==> config.mk <==
export PLATFORM = sky130hd
export DESIGN_NAME = host_bus_port
export DESIGN_NICKNAME = d
export VERILOG_FILES = /design/src/include/host_bus_pkg.sv /design/src/verilog/host_bus_port.sv
export VERILOG_INCLUDE_DIRS = /design/src /design/src/include
export SDC_FILE = /design/constraint.sdc
export NUM_CORES = 1
export LEC_CHECK = 0
export ABC_AREA = 1
export BUFFER_PORTS_ARGS = -buffer_cell sky130_fd_sc_hd__buf_2
export CAP_MARGIN = 20
export CELL_PAD_IN_SITES_DETAIL_PLACEMENT = 1
export CELL_PAD_IN_SITES_GLOBAL_PLACEMENT = 2
export CORE_MARGIN = 2
export CORE_UTILIZATION = 36
export CTS_BUF_LIST = sky130_fd_sc_hd__clkbuf_2
export CTS_CLUSTER_DIAMETER = 200
export DETAILED_ROUTE_END_ITERATION = 12
export GPL_TIMING_DRIVEN = 0
export PLACE_DENSITY = 0.92
export SKIP_LAST_GASP = 1
export SLEW_MARGIN = 20
export SYNTH_ARGS = -nofsm -noshare
export SYNTH_HDL_FRONTEND = slang
export SYNTH_SLANG_ARGS = --single-unit
==> constraint.sdc <==
create_clock -name SYS_CLK -period 2.39 [get_ports SYS_CLK]
set_clock_uncertainty 0.1 [all_clocks]
set_input_delay 0.239 -clock SYS_CLK [delete_from_list [all_inputs] [get_ports SYS_CLK]]
set_output_delay 0.239 -clock SYS_CLK [all_outputs]
set_load 0.005 [all_outputs]
==> src/include/host_bus_defs.svh <==
// Purpose: named constants for the host bus pin interface
// Assumes: SYS_CLK at 100 MHz
// Notes: register offsets are byte addresses on the APB slave
`ifndef HOST_BUS_DEFS_SVH
`define HOST_BUS_DEFS_SVH

`define SYS_CLK_PERIOD_NS 10
`define ROM_CLK_PERIOD_NS 4000
`define ROM_HALF_CYCLES (`ROM_CLK_PERIOD_NS / (2 * `SYS_CLK_PERIOD_NS))
`define ROM_DIV_W 8
`define ROM_WARM_CYCLES 8'h03
`define ROM_CMD_BITS 5'h09
`define ROM_CMD_WORD 9'h180
`define ROM_CMD_MSB 8
`define ROM_DATA_BITS 5'h10
`define ROM_WIDTH_BIT 0
`define ASYNC_WAIT_CYCLES 4'h4
`define ADDR_CMP_HI 15
`define ADDR_CMP_LO 4

`define APB_ADDR_W 12
`define REG_CTRL 12'h000
`define REG_BASE 12'h004
`define REG_STATUS 12'h008
`define REG_ROM_WORD 12'h00c
`define REG_INT_STATUS 12'h010
`define REG_INT_MASK 12'h014

`define CTRL_LATCH_BIT 0
`define BASE_RESET 16'h0300
`define INT_W 4
`define INT_CFG_DONE 0
`define INT_READ 1
`define INT_WRITE 2
`define INT_SYNC 3

`endif

==> src/include/host_bus_pkg.sv <==
// Purpose: types shared by the host bus pin interface
// Assumes: nothing beyond the defs header
// Notes: enum codes are one-hot
package host_bus_pkg;

  typedef enum logic [4:0] {
    ROM_IDLE = 5'b00001,
    ROM_STRAP = 5'b00010,
    ROM_CMD = 5'b00100,
    ROM_DATA = 5'b01000,
    ROM_DONE = 5'b10000
  } rom_state_t;

  typedef enum logic [2:0] {
    B_IDLE = 3'b001,
    B_CMD = 3'b010,
    B_READY = 3'b100
  } bus_state_t;

  typedef struct packed {
    logic [15:1] addr;
    logic qual_n;
    logic ads_n;
    logic rd_n;
    logic wr_n;
    logic wnr;
    logic cyc_n;
    logic rdy_ret_n;
    logic bus_clk;
    logic mode_n;
    logic rom_en;
    logic rom_in;
  } pins_t;

  typedef struct packed {
    pins_t s1;
    pins_t s2;
    logic bclk_d;
    logic ads_d;
    logic acc_d;
    logic [15:1] lat_addr;
    logic lat_qual_n;
    rom_state_t rom;
    logic [7:0] div;
    logic sk;
    logic [4:0] bitcnt;
    logic [8:0] cmd_sh;
    logic [15:0] rom_word;
    logic do_bit;
    logic cs;
    logic done;
    logic mode_n;
    logic rom_en;
    logic bus16;
    bus_state_t bus;
    logic srdy_n;
    logic [3:0] wait_cnt;
    logic async_wait_ready_drive;
    logic [31:0] prdata;
    logic pslverr;
    logic [3:0] rd_clr;
    logic latch_mode;
    logic [15:0] base;
    logic [3:0] ist;
    logic [3:0] imask;
  } state_t;

endpackage

==> src/verilog/host_bus_port.sv <==
// Purpose: host bus pin logic: decode, ready, straps, config ROM load, APB registers
// Assumes: host pins are asynchronous to SYS_CLK; BUS_CLK is sampled, not used as a clock
// Notes: open-drain pins are driven low only, via _OUT/_OE pairs
//
// The APB register port and the register addresses were decided locally.
`timescale 1ns/1ps
`include "host_bus_defs.svh"

module host_bus_port
  import host_bus_pkg::*;
(
  input wire logic SYS_CLK,
  input wire logic RST_B,
  input wire logic PSEL,
  input wire logic PENABLE,
  input wire logic PWRITE,
  input wire logic [11:0] PADDR,
  input wire logic [31:0] PWDATA,
  output logic [31:0] PRDATA,
  output logic PREADY,
  output logic PSLVERR,
  input wire logic BUS_CLK,
  input wire logic [15:1] ADDRESS,
  input wire logic ADDRESS_QUALIFIER_N,
  input wire logic ADDRESS_LATCH_STROBE_N,
  input wire logic HOST_READ_STROBE_N,
  input wire logic HOST_WRITE_STROBE_N,
  input wire logic SYNC_WRITE_NOT_READ,
  input wire logic COMMAND_CYCLE_N,
  input wire logic READY_RETURN_IN_N,
  input wire logic SYNC_BUS_MODE_STRAP_N,
  input wire logic CONFIG_ROM_ENABLE_STRAP,
  input wire logic CONFIG_ROM_SERIAL_IN,
  output logic IRQ_OUT_N_OUT,
  output logic IRQ_OUT_N_OE,
  output logic LOCAL_DEVICE_SELECT_N_OUT,
  output logic LOCAL_DEVICE_SELECT_N_OE,
  output logic ASYNC_WAIT_READY_OUT,
  output logic ASYNC_WAIT_READY_OE,
  output logic SYNC_READY_OUT_N,
  output logic CONFIG_ROM_SELECT,
  output logic CONFIG_ROM_SERIAL_CLOCK,
  output logic CONFIG_ROM_SERIAL_OUT
);

  localparam logic [`ROM_DIV_W-1:0] ROM_HALF = `ROM_DIV_W'(`ROM_HALF_CYCLES);

  state_t r;
  state_t n;
  pins_t raw;
  logic [15:1] dec_addr;
  logic dec_qual_n;
  logic [15:1] s_addr;
  logic s_qual_n;
  logic sel_s;
  logic tick;
  logic bclk_rise;
  logic ads_rise;
  logic acc;
  logic [3:0] ev;
  logic setup;
  logic access;
  logic [31:0] rd_mux;
  logic rd_hit;

  always_comb begin
    raw.addr = ADDRESS;
    raw.qual_n = ADDRESS_QUALIFIER_N;
    raw.ads_n = ADDRESS_LATCH_STROBE_N;
    raw.rd_n = HOST_READ_STROBE_N;
    raw.wr_n = HOST_WRITE_STROBE_N;
    raw.wnr = SYNC_WRITE_NOT_READ;
    raw.cyc_n = COMMAND_CYCLE_N;
    raw.rdy_ret_n = READY_RETURN_IN_N;
    raw.bus_clk = BUS_CLK;
    raw.mode_n = SYNC_BUS_MODE_STRAP_N;
    raw.rom_en = CONFIG_ROM_ENABLE_STRAP;
    raw.rom_in = CONFIG_ROM_SERIAL_IN;
  end

  always_comb begin
    dec_addr = r.latch_mode ? r.lat_addr : ADDRESS;
    dec_qual_n = r.latch_mode ? r.lat_qual_n : ADDRESS_QUALIFIER_N;
  end

  assign LOCAL_DEVICE_SELECT_N_OUT = 1'b0;
  assign LOCAL_DEVICE_SELECT_N_OE = r.done & ~dec_qual_n &
    (dec_addr[`ADDR_CMP_HI:`ADDR_CMP_LO] == r.base[`ADDR_CMP_HI:`ADDR_CMP_LO]);

  assign IRQ_OUT_N_OUT = 1'b0;
  assign IRQ_OUT_N_OE = |(r.ist & r.imask);

  assign ASYNC_WAIT_READY_OUT = 1'b0;
  assign ASYNC_WAIT_READY_OE = r.async_wait_ready_drive;

  assign SYNC_READY_OUT_N = r.srdy_n;
  assign CONFIG_ROM_SELECT = r.cs;
  assign CONFIG_ROM_SERIAL_CLOCK = r.sk;
  assign CONFIG_ROM_SERIAL_OUT = r.do_bit;

  // zero-wait slave: read data is captured in the setup cycle
  assign PREADY = 1'b1;
  assign PRDATA = r.prdata;
  assign PSLVERR = r.pslverr;

  always_comb begin
    s_addr = r.latch_mode ? r.lat_addr : r.s2.addr;
    s_qual_n = r.latch_mode ? r.lat_qual_n : r.s2.qual_n;
    sel_s = r.done & ~s_qual_n &
      (s_addr[`ADDR_CMP_HI:`ADDR_CMP_LO] == r.base[`ADDR_CMP_HI:`ADDR_CMP_LO]);
    tick = (r.div == ROM_HALF - `ROM_DIV_W'(1));
    bclk_rise = r.s2.bus_clk & ~r.bclk_d;
    ads_rise = r.s2.ads_n & ~r.ads_d;
    acc = r.mode_n & sel_s & (~r.s2.rd_n | ~r.s2.wr_n);
    setup = PSEL & ~PENABLE;
    access = PSEL & PENABLE;
    rd_hit = 1'b1;
    case (PADDR)
      `REG_CTRL: rd_mux = {31'h0, r.latch_mode};
      `REG_BASE: rd_mux = {16'h0, r.base};
      `REG_STATUS: rd_mux = {27'h0, r.mode_n, r.bus16, r.rom_en, ~r.mode_n, r.done};
      `REG_ROM_WORD: rd_mux = {16'h0, r.rom_word};
      `REG_INT_STATUS: rd_mux = {28'h0, r.ist};
      `REG_INT_MASK: rd_mux = {28'h0, r.imask};
      default: begin
        rd_mux = 32'h0;
        rd_hit = 1'b0;
      end
    endcase
  end

  always_comb begin
    n = r;
    ev = 4'h0;
    n.s1 = raw;
    n.s2 = r.s1;
    n.bclk_d = r.s2.bus_clk;
    n.ads_d = r.s2.ads_n;
    n.acc_d = acc;

    if (ads_rise) begin
      n.lat_addr = r.s2.addr;
      n.lat_qual_n = r.s2.qual_n;
    end

    if (r.rom == ROM_CMD || r.rom == ROM_DATA) begin
      n.div = tick ? `ROM_DIV_W'(0) : r.div + `ROM_DIV_W'(1);
      if (tick) begin
        n.sk = ~r.sk;
      end
    end

    case (r.rom)
      ROM_IDLE: begin
        // let the synchronisers fill before straps are trusted
        n.div = r.div + `ROM_DIV_W'(1);
        if (r.div == `ROM_WARM_CYCLES) begin
          n.div = `ROM_DIV_W'(0);
          n.rom = ROM_STRAP;
        end
      end
      ROM_STRAP: begin
        n.mode_n = r.s2.mode_n;
        n.rom_en = r.s2.rom_en;
        if (r.s2.rom_en) begin
          n.cs = 1'b1;
          n.cmd_sh = `ROM_CMD_WORD;
          n.do_bit = 1'(`ROM_CMD_WORD >> `ROM_CMD_MSB);
          n.bitcnt = 5'h0;
          n.rom = ROM_CMD;
        end else begin
          n.bus16 = ~r.s2.mode_n & r.s2.rom_in;
          n.done = 1'b1;
          ev[`INT_CFG_DONE] = 1'b1;
          n.rom = ROM_DONE;
        end
      end
      ROM_CMD: begin
        if (tick && r.sk) begin
          // shift command out on falling clock
          n.cmd_sh = {r.cmd_sh[7:0], 1'b0};
          n.do_bit = r.cmd_sh[7];
        end
        if (tick && !r.sk) begin
          n.bitcnt = r.bitcnt + 5'h1;
          if (r.bitcnt == `ROM_CMD_BITS - 5'h1) begin
            n.bitcnt = 5'h0;
            n.rom = ROM_DATA;
          end
        end
      end
      ROM_DATA: begin
        if (tick && r.sk) begin
          n.do_bit = 1'b0;
        end
        if (tick && !r.sk) begin
          // sample ROM data on rising clock
          n.rom_word = {r.rom_word[14:0], r.s2.rom_in};
          n.bitcnt = r.bitcnt + 5'h1;
          if (r.bitcnt == `ROM_DATA_BITS - 5'h1) begin
            n.rom = ROM_DONE;
            n.cs = 1'b0;
            n.sk = 1'b0;
            n.div = `ROM_DIV_W'(0);
            n.done = 1'b1;
            // width bit is read from the completed word, this last bit included
            n.bus16 = ~r.mode_n & n.rom_word[`ROM_WIDTH_BIT];
            ev[`INT_CFG_DONE] = 1'b1;
          end
        end
      end
      ROM_DONE: begin
        n.rom = ROM_DONE;
      end
      default: begin
        n.rom = ROM_IDLE;
      end
    endcase

    // sync ready on bus clock edges
    case (r.bus)
      B_IDLE: begin
        if (bclk_rise && !r.mode_n && sel_s && !r.s2.cyc_n) begin
          n.bus = B_CMD;
        end
      end
      B_CMD: begin
        if (bclk_rise) begin
          n.srdy_n = 1'b0;
          n.bus = B_READY;
          ev[`INT_SYNC] = 1'b1;
          ev[`INT_WRITE] = r.s2.wnr;
          ev[`INT_READ] = ~r.s2.wnr;
        end
      end
      B_READY: begin
        if (bclk_rise && (r.s2.wnr || !r.s2.rdy_ret_n)) begin
          n.srdy_n = 1'b1;
          n.bus = B_IDLE;
        end
      end
      default: begin
        n.bus = B_IDLE;
        n.srdy_n = 1'b1;
      end
    endcase

    // access direction is reported by the strobes in async mode
    if (acc && !r.acc_d) begin
      n.async_wait_ready_drive = 1'b1;
      n.wait_cnt = `ASYNC_WAIT_CYCLES;
      ev[`INT_READ] = ~r.s2.rd_n;
      ev[`INT_WRITE] = ~r.s2.wr_n;
    end else if (r.async_wait_ready_drive) begin
      n.wait_cnt = r.wait_cnt - 4'h1;
      if (r.wait_cnt == 4'h1) begin
        n.async_wait_ready_drive = 1'b0;
      end
    end
    if (!acc) begin
      n.async_wait_ready_drive = 1'b0;
    end

    // apb: snapshot read data and error in the setup cycle
    n.rd_clr = 4'h0;
    if (setup) begin
      n.prdata = PWRITE ? 32'h0 : rd_mux;
      n.pslverr = ~rd_hit;
      if (!PWRITE && PADDR == `REG_INT_STATUS) begin
        n.rd_clr = r.ist;
      end
    end else begin
      n.rd_clr = r.rd_clr;
    end
    if (access && PWRITE) begin
      case (PADDR)
        `REG_CTRL: n.latch_mode = PWDATA[`CTRL_LATCH_BIT];
        `REG_BASE: n.base = PWDATA[15:0];
        `REG_INT_MASK: n.imask = PWDATA[`INT_W-1:0];
        default: n.latch_mode = r.latch_mode;
      endcase
    end

    // sticky status; read clears only what was read, new events win
    n.ist = r.ist | ev;
    if (access && !PWRITE) begin
      n.ist = (r.ist & ~r.rd_clr) | ev;
      n.rd_clr = 4'h0;
    end
  end

  always_ff @(posedge SYS_CLK or negedge RST_B) begin
    if (!RST_B) begin
      r <= '0;
      r.rom <= ROM_IDLE;
      r.bus <= B_IDLE;
      r.srdy_n <= 1'b1;
      r.base <= `BASE_RESET;
      // strobe copies start at their idle high level, so release gives no false edge
      r.s1.ads_n <= 1'b1;
      r.s2.ads_n <= 1'b1;
      r.ads_d <= 1'b1;
      r.s1.rd_n <= 1'b1;
      r.s2.rd_n <= 1'b1;
      r.s1.wr_n <= 1'b1;
      r.s2.wr_n <= 1'b1;
    end else begin
      r <= n;
    end
  end

endmodule

==> metrics.md, run 1 <==
| Metric | Value |
|---|---|
| DR WL met2 | `10200 um` |
| Yosys cell types | `52` |
| FF+latch count, synth | `159` |
| Cells after DPL | `1212` |
| Via count | `6294` |
| Final wirelength | `20600 um` |
| Pre-CTS setup slack | `0.0841 ns` |
| Tot Pwr | `5.53 mW` |
| Yosys warns | `0` |
| Crit-path max FO | `10` |
| Ys async rst share | `1.00` |
| Area contributors post-synth | `dfrtp_1 (49%), nand2_1 (10%), inv_1 (5.3%)` |
| Final Hold Fails | `0` |
| Worst-Skew Late Latency | `0.77 ns` |
| Vias in the first global route | `6645` |
| Int Power | `3.80 mW` |
| Largest net degree at the start of global routing | `95` |
| Main flop type after synthesis | `dfrtp_1` |
| Worst-path clk slew | `0.23 ns` |
| Chip width | `between 100 and 150 um` |
| Commonest cells after routing, fill and taps aside | `nand2_1 (188), dfrtp_1 (147), inv_1 (103)` |
| Crit-path leading delay family | `simple AND/OR/NAND/NOR gates` |
| CTS root buf | `clkbuf_2` |
| Final worst slack | `-0.330 ns` |
| Drt wl/cell | `about 15 um` |
| DR top layer | `met4` |
| Finished Layout Cells | `roughly 1300` |
| Post-synth EDFFs | `0` |
| Most common cell after layout, fill and taps aside | `nand2_1` |
| Hold WS | `0.0573 ns` |
| GRT Total Usage | `0.195` |
| Area Overhead vs Synth | `29.4%` |
| Startpoint types | `flip-flop` |
| R2R depth | `14` |
| Fin Setup TNS | `-0.330 ns` |
| DR vias/cell | `around 4.7` |
| Final Instance Area | `between 9000 and 10000 um^2` |
| # setup viols final | `1` |
| Global-route wire length before repair | `approximately 34000 um` |
| Post-Syn Area | `7570 um^2` |
| Seq/Total Area, Yosys | `0.528` |
| H-tree depth | `4` |
| Net Sw Power | `1.73 mW` |
| Gate power share | `0.179` |
| IO buf count | `79` |
| NumNets Final | `1140` |
| # DRC | `0` |
| CTS tree | `done` |
| Path type of the worst setup path | `flip-flop to output pin` |
| Hold Path Depth | `8` |
| DRT Pass-1 Iters | `4` |
| Gpl congestion | `0.849` |
| RSZ-0062 raised after global routing | `true` |
| Pwr Density | `approximately 560 nW/um^2` |
| Total congestion overflow | `0` |
| Worst Path Buf+Inv | `3` |
| Area leader, netlist | `dfrtp_1` |
| WL met3 | `590 um` |
| FP Rows | `53` |
| Tcrit/Tclk final | `1.14` |
| Worst hold path type | `input pin to flip-flop` |
| Detail Route Antenna Nets | `0` |
| CTS Buf Count | `17` |
| Sink Count | `159` |
| Crit-path cells | `buf_8 -> buf_12 -> nand2_4 -> nand2_2 -> xor2_1 -> nor3_1 -> nand3_1 -> nor2_2 -> buf_2` |
| Total die area | `about 22000 um^2` |
| Max-Cap Viols | `0` |
| Placed standard-cell area | `8420 um^2` |
| Crit path largest cell delay | `0.44 ns` |
| Failing checks | `negative setup slack` |
| Core area | `around 21000 um^2` |
| Minimum clock period | `2.72 ns` |
| Critical Path Stages | `9` |
| P_leak | `4.82 nW` |
| Syn avg cell area | `9.02 um^2` |
| Synth top area share | `0.486` |
| Maximum clock rate | `368 MHz` |
| Layout cells sized above 1 | `0.264` |
| Relative slew margins | `0.489` |
| CP max stage cell | `dfrtp_1` |
| Worst-margin pin slew | `0.766 ns` |
| Violation count after the first detailed-route iteration | `~300` |
| Starting Density | `0.364` |
| Status | `finished with violations` |
| Die height | `149 um` |
| I/O pin count | `119` |
| Core Util, Final | `0.470` |
| Register share of total power | `0.555` |
| Required @ worst endpoint | `2.05 ns` |
| M1 WL | `9510 um` |
| Initial antenna violation count | `1` |
| Setup crit end kind | `output pin` |
| Max VDD drop | `0.000369 V` |
| Bufs on Longest Clock Path | `2` |
| Crit path DAT | `between 2 and 2.5 ns` |
| Pins over their slew limit | `0` |
| Clk network pwr share | `0.266` |
| Switching portion of total power | `0.313` |
| DP Wirelength | `14100 um` |
| Mapped Cells | `839` |
-- tightest hold or removal path: stages --
cell	delay, ns
buf_2	0.09
nor2_2	0.03
nand2_2	0.10
nor2_4	0.05
nand2_2	0.11
o221ai_1	0.15
nand2_1	0.08
nand2_1	0.04
-- per-layer routing --
| layer | vias up | global-route usage |
|---|---|---|
| li1 | 3078 | - |
| met1 | 3094 | 0.255 |
| met2 | 101 | 0.335 |
| met3 | 21 | 0.0339 |
| met4 | 0 | 0.0533 |
| met5 | - | 0 |
-- synth_stat cells, drive strengths merged (3+ instances only) --
| cell | count |
|---|---|
| a22oi | 3 |
| nand2 | 230 |
| a21oi | 21 |
| ha | 8 |
| nor2 | 54 |
| o22ai | 16 |
| inv | 110 |
| o32ai | 3 |
| a211oi | 3 |
| o21ai | 54 |
| nor3 | 13 |
| mux2 | 25 |
| nand3 | 45 |
| dfstp | 12 |
| xor2 | 10 |
| dfrtp | 147 |
| clkbuf | 5 |
| nand4 | 13 |
| buf | 46 |
-- flip-flops by register name (all words and copies together), names as in the netlist --
| signal | count |
|---|---|
| PRDATA | 16 |
| PSLVERR | 1 |
| CONFIG_ROM_SELECT | 1 |
| n | 25 |
| ASYNC_WAIT_READY_OE | 1 |
| SYNC_READY_OUT_N | 1 |
| CONFIG_ROM_SERIAL_CLOCK | 1 |
| CONFIG_ROM_SERIAL_OUT | 1 |
| r | 112 |
-- power groups by stage --
stage                     registers [mW]  logic (mW)  clock network [mW]
after floorplan                     3.07       0.559                   0
after detailed placement            3.11       0.873                   0
after CTS                           3.07       0.980                1.53
after global placement              3.10       0.836                   0
final                               3.07       0.990                1.47
after global routing                3.10        1.14                1.65
-- timing repair --
action	CTS	global route
pin swaps	5	11
endpoints found under the hold margin	218	1
gates resized for setup	21	34
setup endpoints to repair	2	26
hold buffers	88	1
setup buffers	6	6
gates cloned	1	0
-- final cells by class --
type	count	area (um^2)
sequential	159	3990
buffer	50	398
timing repair buffer	182	1460
clock buffer	17	85.1
fill	2495	11000
tap	275	344
inverter	110	425
clock inverter	15	144
multi-input combinational	537	2940
antenna	1	2.50
-- cells by family after synthesis --
| family | count (synthesis) | share of synthesized area |
|---|---|---|
| muxes | 25 | 0.0372 |
| xor gates and xnor gates | 12 | 0.0139 |
| and+or+nand+nor | 361 | 0.214 |
| other | 2 | 0.000992 |
| AOI/OAI and AO/OA | 111 | 0.0861 |
| DFF | 159 | 0.528 |
| adders and majority gates | 8 | 0.0132 |
| buffers and inverters | 161 | 0.108 |
-- final timing paths --
| path | start | to | slack [ns] |
|---|---|---|---|
| setup reg to reg | r[24] | r[5] | 0.17 |
| max in group asynchronous | RST_B | r[131] | 0.90 |
| hold / removal | PADDR[10] | PRDATA[4] | 0.06 |
| min in group asynchronous | RST_B | PRDATA[5] | 0.42 |
| setup / recovery | r[24] | LOCAL_DEVICE_SELECT_N_OE | -0.33 |
| hold reg to reg | n[162] | r[162] | 0.26 |
No activity file was read; power rests on OpenSTA's default activity.
==> run 2, diff against run 1 <==
--- a/config.mk
+++ b/config.mk
@@ -18,6 +18,7 @@
 export DETAILED_ROUTE_END_ITERATION = 12
 export GPL_TIMING_DRIVEN = 0
 export PLACE_DENSITY = 0.92
+export SKIP_CTS_REPAIR_TIMING = 1
 export SKIP_LAST_GASP = 1
 export SLEW_MARGIN = 20
 export SYNTH_ARGS = -nofsm -noshare
==> metrics.md, run 2 (synthesis results as in run 1) <==
| Metric | Value |
|---|---|
| Status | `finished with violations` |
| Failing checks | `negative setup slack` |
| Maximum clock rate | `373 MHz` |
| Multi-input combinational cell area | `2870 um^2` |
| Total die area | `around 22000 um^2` |
| Largest net degree at the start of global routing | `95` |
| Hold WS | `0.0920 ns` |
| Pwr Density | `~570 nW/um^2` |
| Crit-path max FO | `8` |
| Worst-margin pin slew | `approximately 0.74 ns` |
| Area Overhead vs Synth | `28.4%` |
| CTS tree | `done` |
| Detail Route Antenna Nets | `0` |
| Sink Count | `approximately 160` |
| H-tree depth | `4` |
| Global-route wire length before repair | `30400 um` |
| Max-Cap Viols | `0` |
| Core area | `20800 um^2` |
| Startpoint types | `flip-flop` |
| DRT Pass-1 Iters | `4` |
| Setup crit end kind | `output pin` |
| Tot Pwr | `5.51 mW` |
| Layout cells sized above 1 | `0.243` |
| Starting Density | `0.364` |
| Die height | `149 um` |
| Worst hold path type | `input pin to flip-flop` |
| DR top layer | `met4` |
| Crit path DAT | `2.34 ns` |
| P_leak | `4.80 nW` |
| Gpl congestion | `0.849` |
| WL met3 | `roughly 560 um` |
| Chip width | `around 150 um` |
| Switching portion of total power | `0.311` |
| Tcrit/Tclk final | `1.12` |
| RSZ-0062 raised after global routing | `true` |
| Minimum clock period | `between 2 and 3 ns` |
| NumNets Final | `1140` |
| Pins over their slew limit | `0` |
| Path type of the worst setup path | `flip-flop to output pin` |
| Total congestion overflow | `0` |
| Drt wl/cell | `14.9 um` |
| Fin Setup TNS | `-0.338 ns` |
| Vias in the first global route | `6052` |
| DR vias/cell | `4.66` |
| Commonest cells after routing, fill and taps aside | `nand2_1 (202), dfrtp_1 (147), inv_1 (105)` |
| CTS Buf Count | `17` |
| Max VDD drop | `0.000360 V` |
| I/O pin count | `about 120` |
| Net Sw Power | `roughly 1.7 mW` |
| Relative slew margins | `0.510` |
| Final worst slack | `-0.293 ns` |
| FF+latch area | `3990 um^2` |
| IO buf count | `~80` |
| Finished Layout Cells | `around 1300` |
| M1 WL | `9330 um` |
| # setup viols final | `2` |
| # DRC | `0` |
| Required @ worst endpoint | `2.05 ns` |
| CTS root buf | `clkbuf_2` |
| Core Util, Final | `0.467` |
| Cells after DPL | `1212` |
| Largest register by flop count | `r` |
| Clk network pwr share | `0.266` |
| Most common cell after layout, fill and taps aside | `nand2_1` |
| Worst-path clk slew | `0.21 ns` |
| Violation count after the first detailed-route iteration | `about 270` |
| DP Wirelength | `14100 um` |
| Worst-Skew Late Latency | `0.75 ns` |
| FP Rows | `53` |
| Gate power share | `0.177` |
| Final Hold Fails | `0` |
| DR WL met2 | `about 9900 um` |
| Via count | `between 6000 and 7000` |
| Register share of total power | `0.557` |
| Max FFs per register | `112` |
| Initial antenna violation count | `1` |
| GRT Total Usage | `0.176` |
| Final wirelength | `20100 um` |
| Fillcell total | `2497` |
| Int Power | `3.80 mW` |
| Bufs on Longest Clock Path | `2` |
-- run 2: worst paths after layout --
kind / start / end / slack [ns] / cells after the start
max in group asynchronous: RST_B / r[131] / 0.90 / 4
max: r[24] / LOCAL_DEVICE_SELECT_N_OE / -0.29 / 10
min in group asynchronous: RST_B / PSLVERR / 0.43 / 3
min: ADDRESS[15] / n[165] / 0.09 / 2
max reg2reg: r[108] / r[105] / 0.22 / 11
min reg2reg: n[162] / r[162] / 0.25 / 0
-- run 2: area by class of cell --
cell class                      instances  area share
Antenna cell                            1    0.000257
Buffer                                 50      0.0415
Clock buffer                           17     0.00875
Clock inverter                         15      0.0148
Inverter                              110      0.0438
Multi-Input combinational cell        537       0.295
Sequential cell                       159       0.411
Tap cell                              275      0.0354
Timing Repair Buffer                  181       0.149
Timing Repair inverter                  1    0.000901
-- run 2: per-stage QoR --
| step | area, um^2 | setup WS [ns] |
|---|---|---|
| 4_1_cts | 8640 | -0.640 |
| 3_5_place_dp | 8420 | 0.0841 |
| 3_3_place_gp | 8380 | -1.47 |
| 5_1_grt | 9720 | -0.517 |
| 2_1_floorplan | 7640 | 0.574 |
| 6_report | 9720 | -0.293 |
-- run 2: critical path, cell delays in order, from the launching register on --
cell	delay [ns]
dfrtp_1	0.44
buf_12	0.16
clkinv_8	0.07
clkbuf_16	0.14
nand2_1	0.06
nand2_1	0.11
nor2_1	0.07
a211oi_1	0.24
nand3_1	0.12
nor2_2	0.09
buf_2	0.12
-- run 2: power groups by stage --
stage                     Combinational (mW)  Clock, mW  Sequential, mW
after global routing                    1.13       1.65            3.10
after floorplan                        0.559          0            3.07
after global placement                 0.836          0            3.10
after CTS                              0.876       1.53            3.07
final                                  0.978       1.46            3.07
after detailed placement               0.873          0            3.11
-- run 2: routing by layer --
metal | vias to the layer above | track usage
met4 | 0 | 0.0471
met5 | - | 0
met2 | 92 | 0.297
li1 | 3077 | -
met1 | 3086 | 0.233
met3 | 22 | 0.0349
==> run 3, diff against run 2 <==
--- a/config.mk
+++ b/config.mk
@@ -7,17 +7,17 @@
 export NUM_CORES = 1
 export LEC_CHECK = 0
 export ABC_AREA = 1
-export BUFFER_PORTS_ARGS = -buffer_cell sky130_fd_sc_hd__buf_2
 export CAP_MARGIN = 20
 export CELL_PAD_IN_SITES_DETAIL_PLACEMENT = 1
 export CELL_PAD_IN_SITES_GLOBAL_PLACEMENT = 2
 export CORE_MARGIN = 2
-export CORE_UTILIZATION = 36
+export CORE_UTILIZATION = 40
 export CTS_BUF_LIST = sky130_fd_sc_hd__clkbuf_2
 export CTS_CLUSTER_DIAMETER = 200
 export DETAILED_ROUTE_END_ITERATION = 12
+export DONT_BUFFER_PORTS = 1
 export GPL_TIMING_DRIVEN = 0
-export PLACE_DENSITY = 0.92
+export PLACE_DENSITY = 0.91
 export SKIP_CTS_REPAIR_TIMING = 1
 export SKIP_LAST_GASP = 1
 export SLEW_MARGIN = 20
==> metrics.md, run 3 (synthesis results as in run 1) <==
| Metric | Value |
|---|---|
| Status | `finished with violations` |
| Failing checks | `negative hold slack, negative setup slack` |
| Required @ worst endpoint | `between 2 and 2.5 ns` |
| Pins over their slew limit | `0` |
| Pwr Density | `566 nW/um^2` |
| H-tree depth | `4` |
| Multi-input combinational cell area | `2890 um^2` |
| Total die area | `20000 um^2` |
| Worst-path clk slew | `around 0.24 ns` |
| Maximum clock rate | `364 MHz` |
| Relative slew margins | `0.588` |
| CTS Buf Count | `17` |
| CP max stage cell | `dfrtp_2` |
| Hold WS | `-0.938 ns` |
| GRT Total Usage | `0.187` |
| Largest register by flop count | `r` |
| # setup viols final | `8` |
| Largest net degree at the start of global routing | `160` |
| Max-Cap Viols | `0` |
| Finished Layout Cells | `1230` |
| Pre-CTS setup slack | `0.0883 ns` |
| NumNets Final | `1065` |
| Drt wl/cell | `~16 um` |
| Via count | `6030` |
| Final wirelength | `20200 um` |
| Startpoint types | `flip-flop` |
| DR vias/cell | `4.90` |
| Worst-margin pin slew | `0.618 ns` |
| Layout cells sized above 1 | `0.184` |
| CTS root buf | `clkbuf_2` |
| Crit-path cells | `buf_12 -> clkinv_8 -> buf_12 -> nand2_4 -> nand2_2 -> xor2_1 -> nor3_1 -> nand3_1 -> nor2_2` |
| RSZ-0062 raised after global routing | `true` |
| Worst Path Buf+Inv | `3` |
| Commonest cells after routing, fill and taps aside | `nand2_1 (201), dfrtp_1 (146), inv_1 (106)` |
| Area Overhead vs Synth | `22.6%` |
| Gpl congestion | `around 0.8` |
| Starting Density | `0.406` |
| Cells after DPL | `1091` |
| CTS tree | `done` |
| Vias in the first global route | `roughly 5700` |
| IO buf count | `0` |
| DP Wirelength | `13400 um` |
| Tcrit/Tclk final | `1.15` |
| Max FFs per register | `112` |
| Worst-Skew Late Latency | `0.74 ns` |
| # DRC | `0` |
| Total congestion overflow | `0` |
| Fillcell total | `approximately 2200` |
| Detail Route Antenna Nets | `0` |
| Most common cell after layout, fill and taps aside | `nand2_1` |
| Setup crit end kind | `output pin` |
| Minimum clock period | `2.75 ns` |
| FF+latch area | `4000 um^2` |
| Violation count after the first detailed-route iteration | `353` |
| Global-route wire length before repair | `29000 um` |
| Max VDD drop | `0.000386 V` |
| Crit-path leading delay family | `simple AND/OR/NAND/NOR gates` |
| P_leak | `around 4.5 nW` |
| Crit path DAT | `around 2.4 ns` |
| Core area | `roughly 19000 um^2` |
| Chip width | `approximately 140 um` |
| Path type of the worst setup path | `flip-flop to output pin` |
| Final worst slack | `-0.358 ns` |
| Worst reg-to-reg setup slack | `0.15 ns` |
| Bufs on Longest Clock Path | `2` |
| Crit-path max FO | `7` |
| Crit path largest cell delay | `0.48 ns` |
| Worst hold path type | `input pin to asynchronous set/reset pin` |
| Setup crit start | `r[24]` |
| Die height | `142 um` |
| Sink Count | `159` |
| Crit-path most repeated cell | `buf_12` |
| Initial antenna violation count | `1` |
| Final Hold Fails | `159` |
| I/O pin count | `119` |
| DRT Pass-1 Iters | `4` |
| Reg2Reg Launch Point | `r[108]` |
| FP Rows | `50` |
run 3: changes by cell type in the layout (fill, tap and decap cells not counted), moves of 2 or more:
cell and delta:
dlygate4sd3_1 +5, clkinv_2 +3, nand2_2 -2, clkbuf_2 +2, buf_2 -79, nand2_4 +3
inv_6 -2, clkinv_4 -2
run 3: area by class of cell:
cell class / instances / area share
Antenna cell: 1 / 0.000270
Buffer: 50 / 0.0434
Clock buffer: 18 / 0.00971
Clock inverter: 14 / 0.0109
Inverter: 110 / 0.0458
Multi-Input combinational cell: 537 / 0.312
Sequential cell: 159 / 0.430
Tap cell: 234 / 0.0315
Timing Repair Buffer: 106 / 0.115
Timing Repair inverter: 1 / 0.000944
run 3: metal layers:
| layer | track usage | wire [um] | vias to the layer above |
|---|---|---|---|
| met2 | 0.300 | 9830 | 107 |
| li1 | - | - | 2934 |
| met1 | 0.255 | 9310 | 2964 |
| met3 | 0.0533 | 756 | 25 |
| met4 | 0.0442 | 294 | 0 |
| met5 | 0 | 0 | - |
run 3: worst paths after layout:
| kind | to | cells after the start |
|---|---|---|
| min in group SYS_CLK | r[19] | 2 |
| hold reg to reg | r[146] | 0 |
| setup / recovery | LOCAL_DEVICE_SELECT_N_OE | 9 |
| max in group asynchronous | r[16] | 0 |
| setup reg to reg | r[102] | 10 |
| hold / removal | n[155] | 0 |
run 3: through the flow:
stage               cell area [um^2]  utilization  total power [mW]  setup TNS, ns
global route                    9280        0.498              5.57          -2.30
floorplan                       7640            -              3.63              0
detailed placement              7930        0.425              3.84              0
global placement                7930        0.425              3.81              0
CTS                             8120        0.436              5.15         -0.599
finish                          9280        0.498              5.25          -1.78
run 3: worst register-to-register path, cell delays in order, from the launching register on:
cell and delay (ns):
dfrtp_1 0.46, ha_1 0.20, nand2_1 0.06, inv_1 0.12, nand4_1 0.16, inv_1 0.12
ha_1 0.22, nand2_1 0.22, nand2_1 0.20, nand2_1 0.10, a21oi_1 0.21
run 3: report_power, final:
part	total (mW)	internal, mW	switching (mW)	leakage, nW
Sequential	3.08	2.92	0.168	2.01
Combinational	0.850	0.365	0.485	2.35
Clock	1.32	0.354	0.961	0.118
Total	5.25	3.63	1.61	4.48
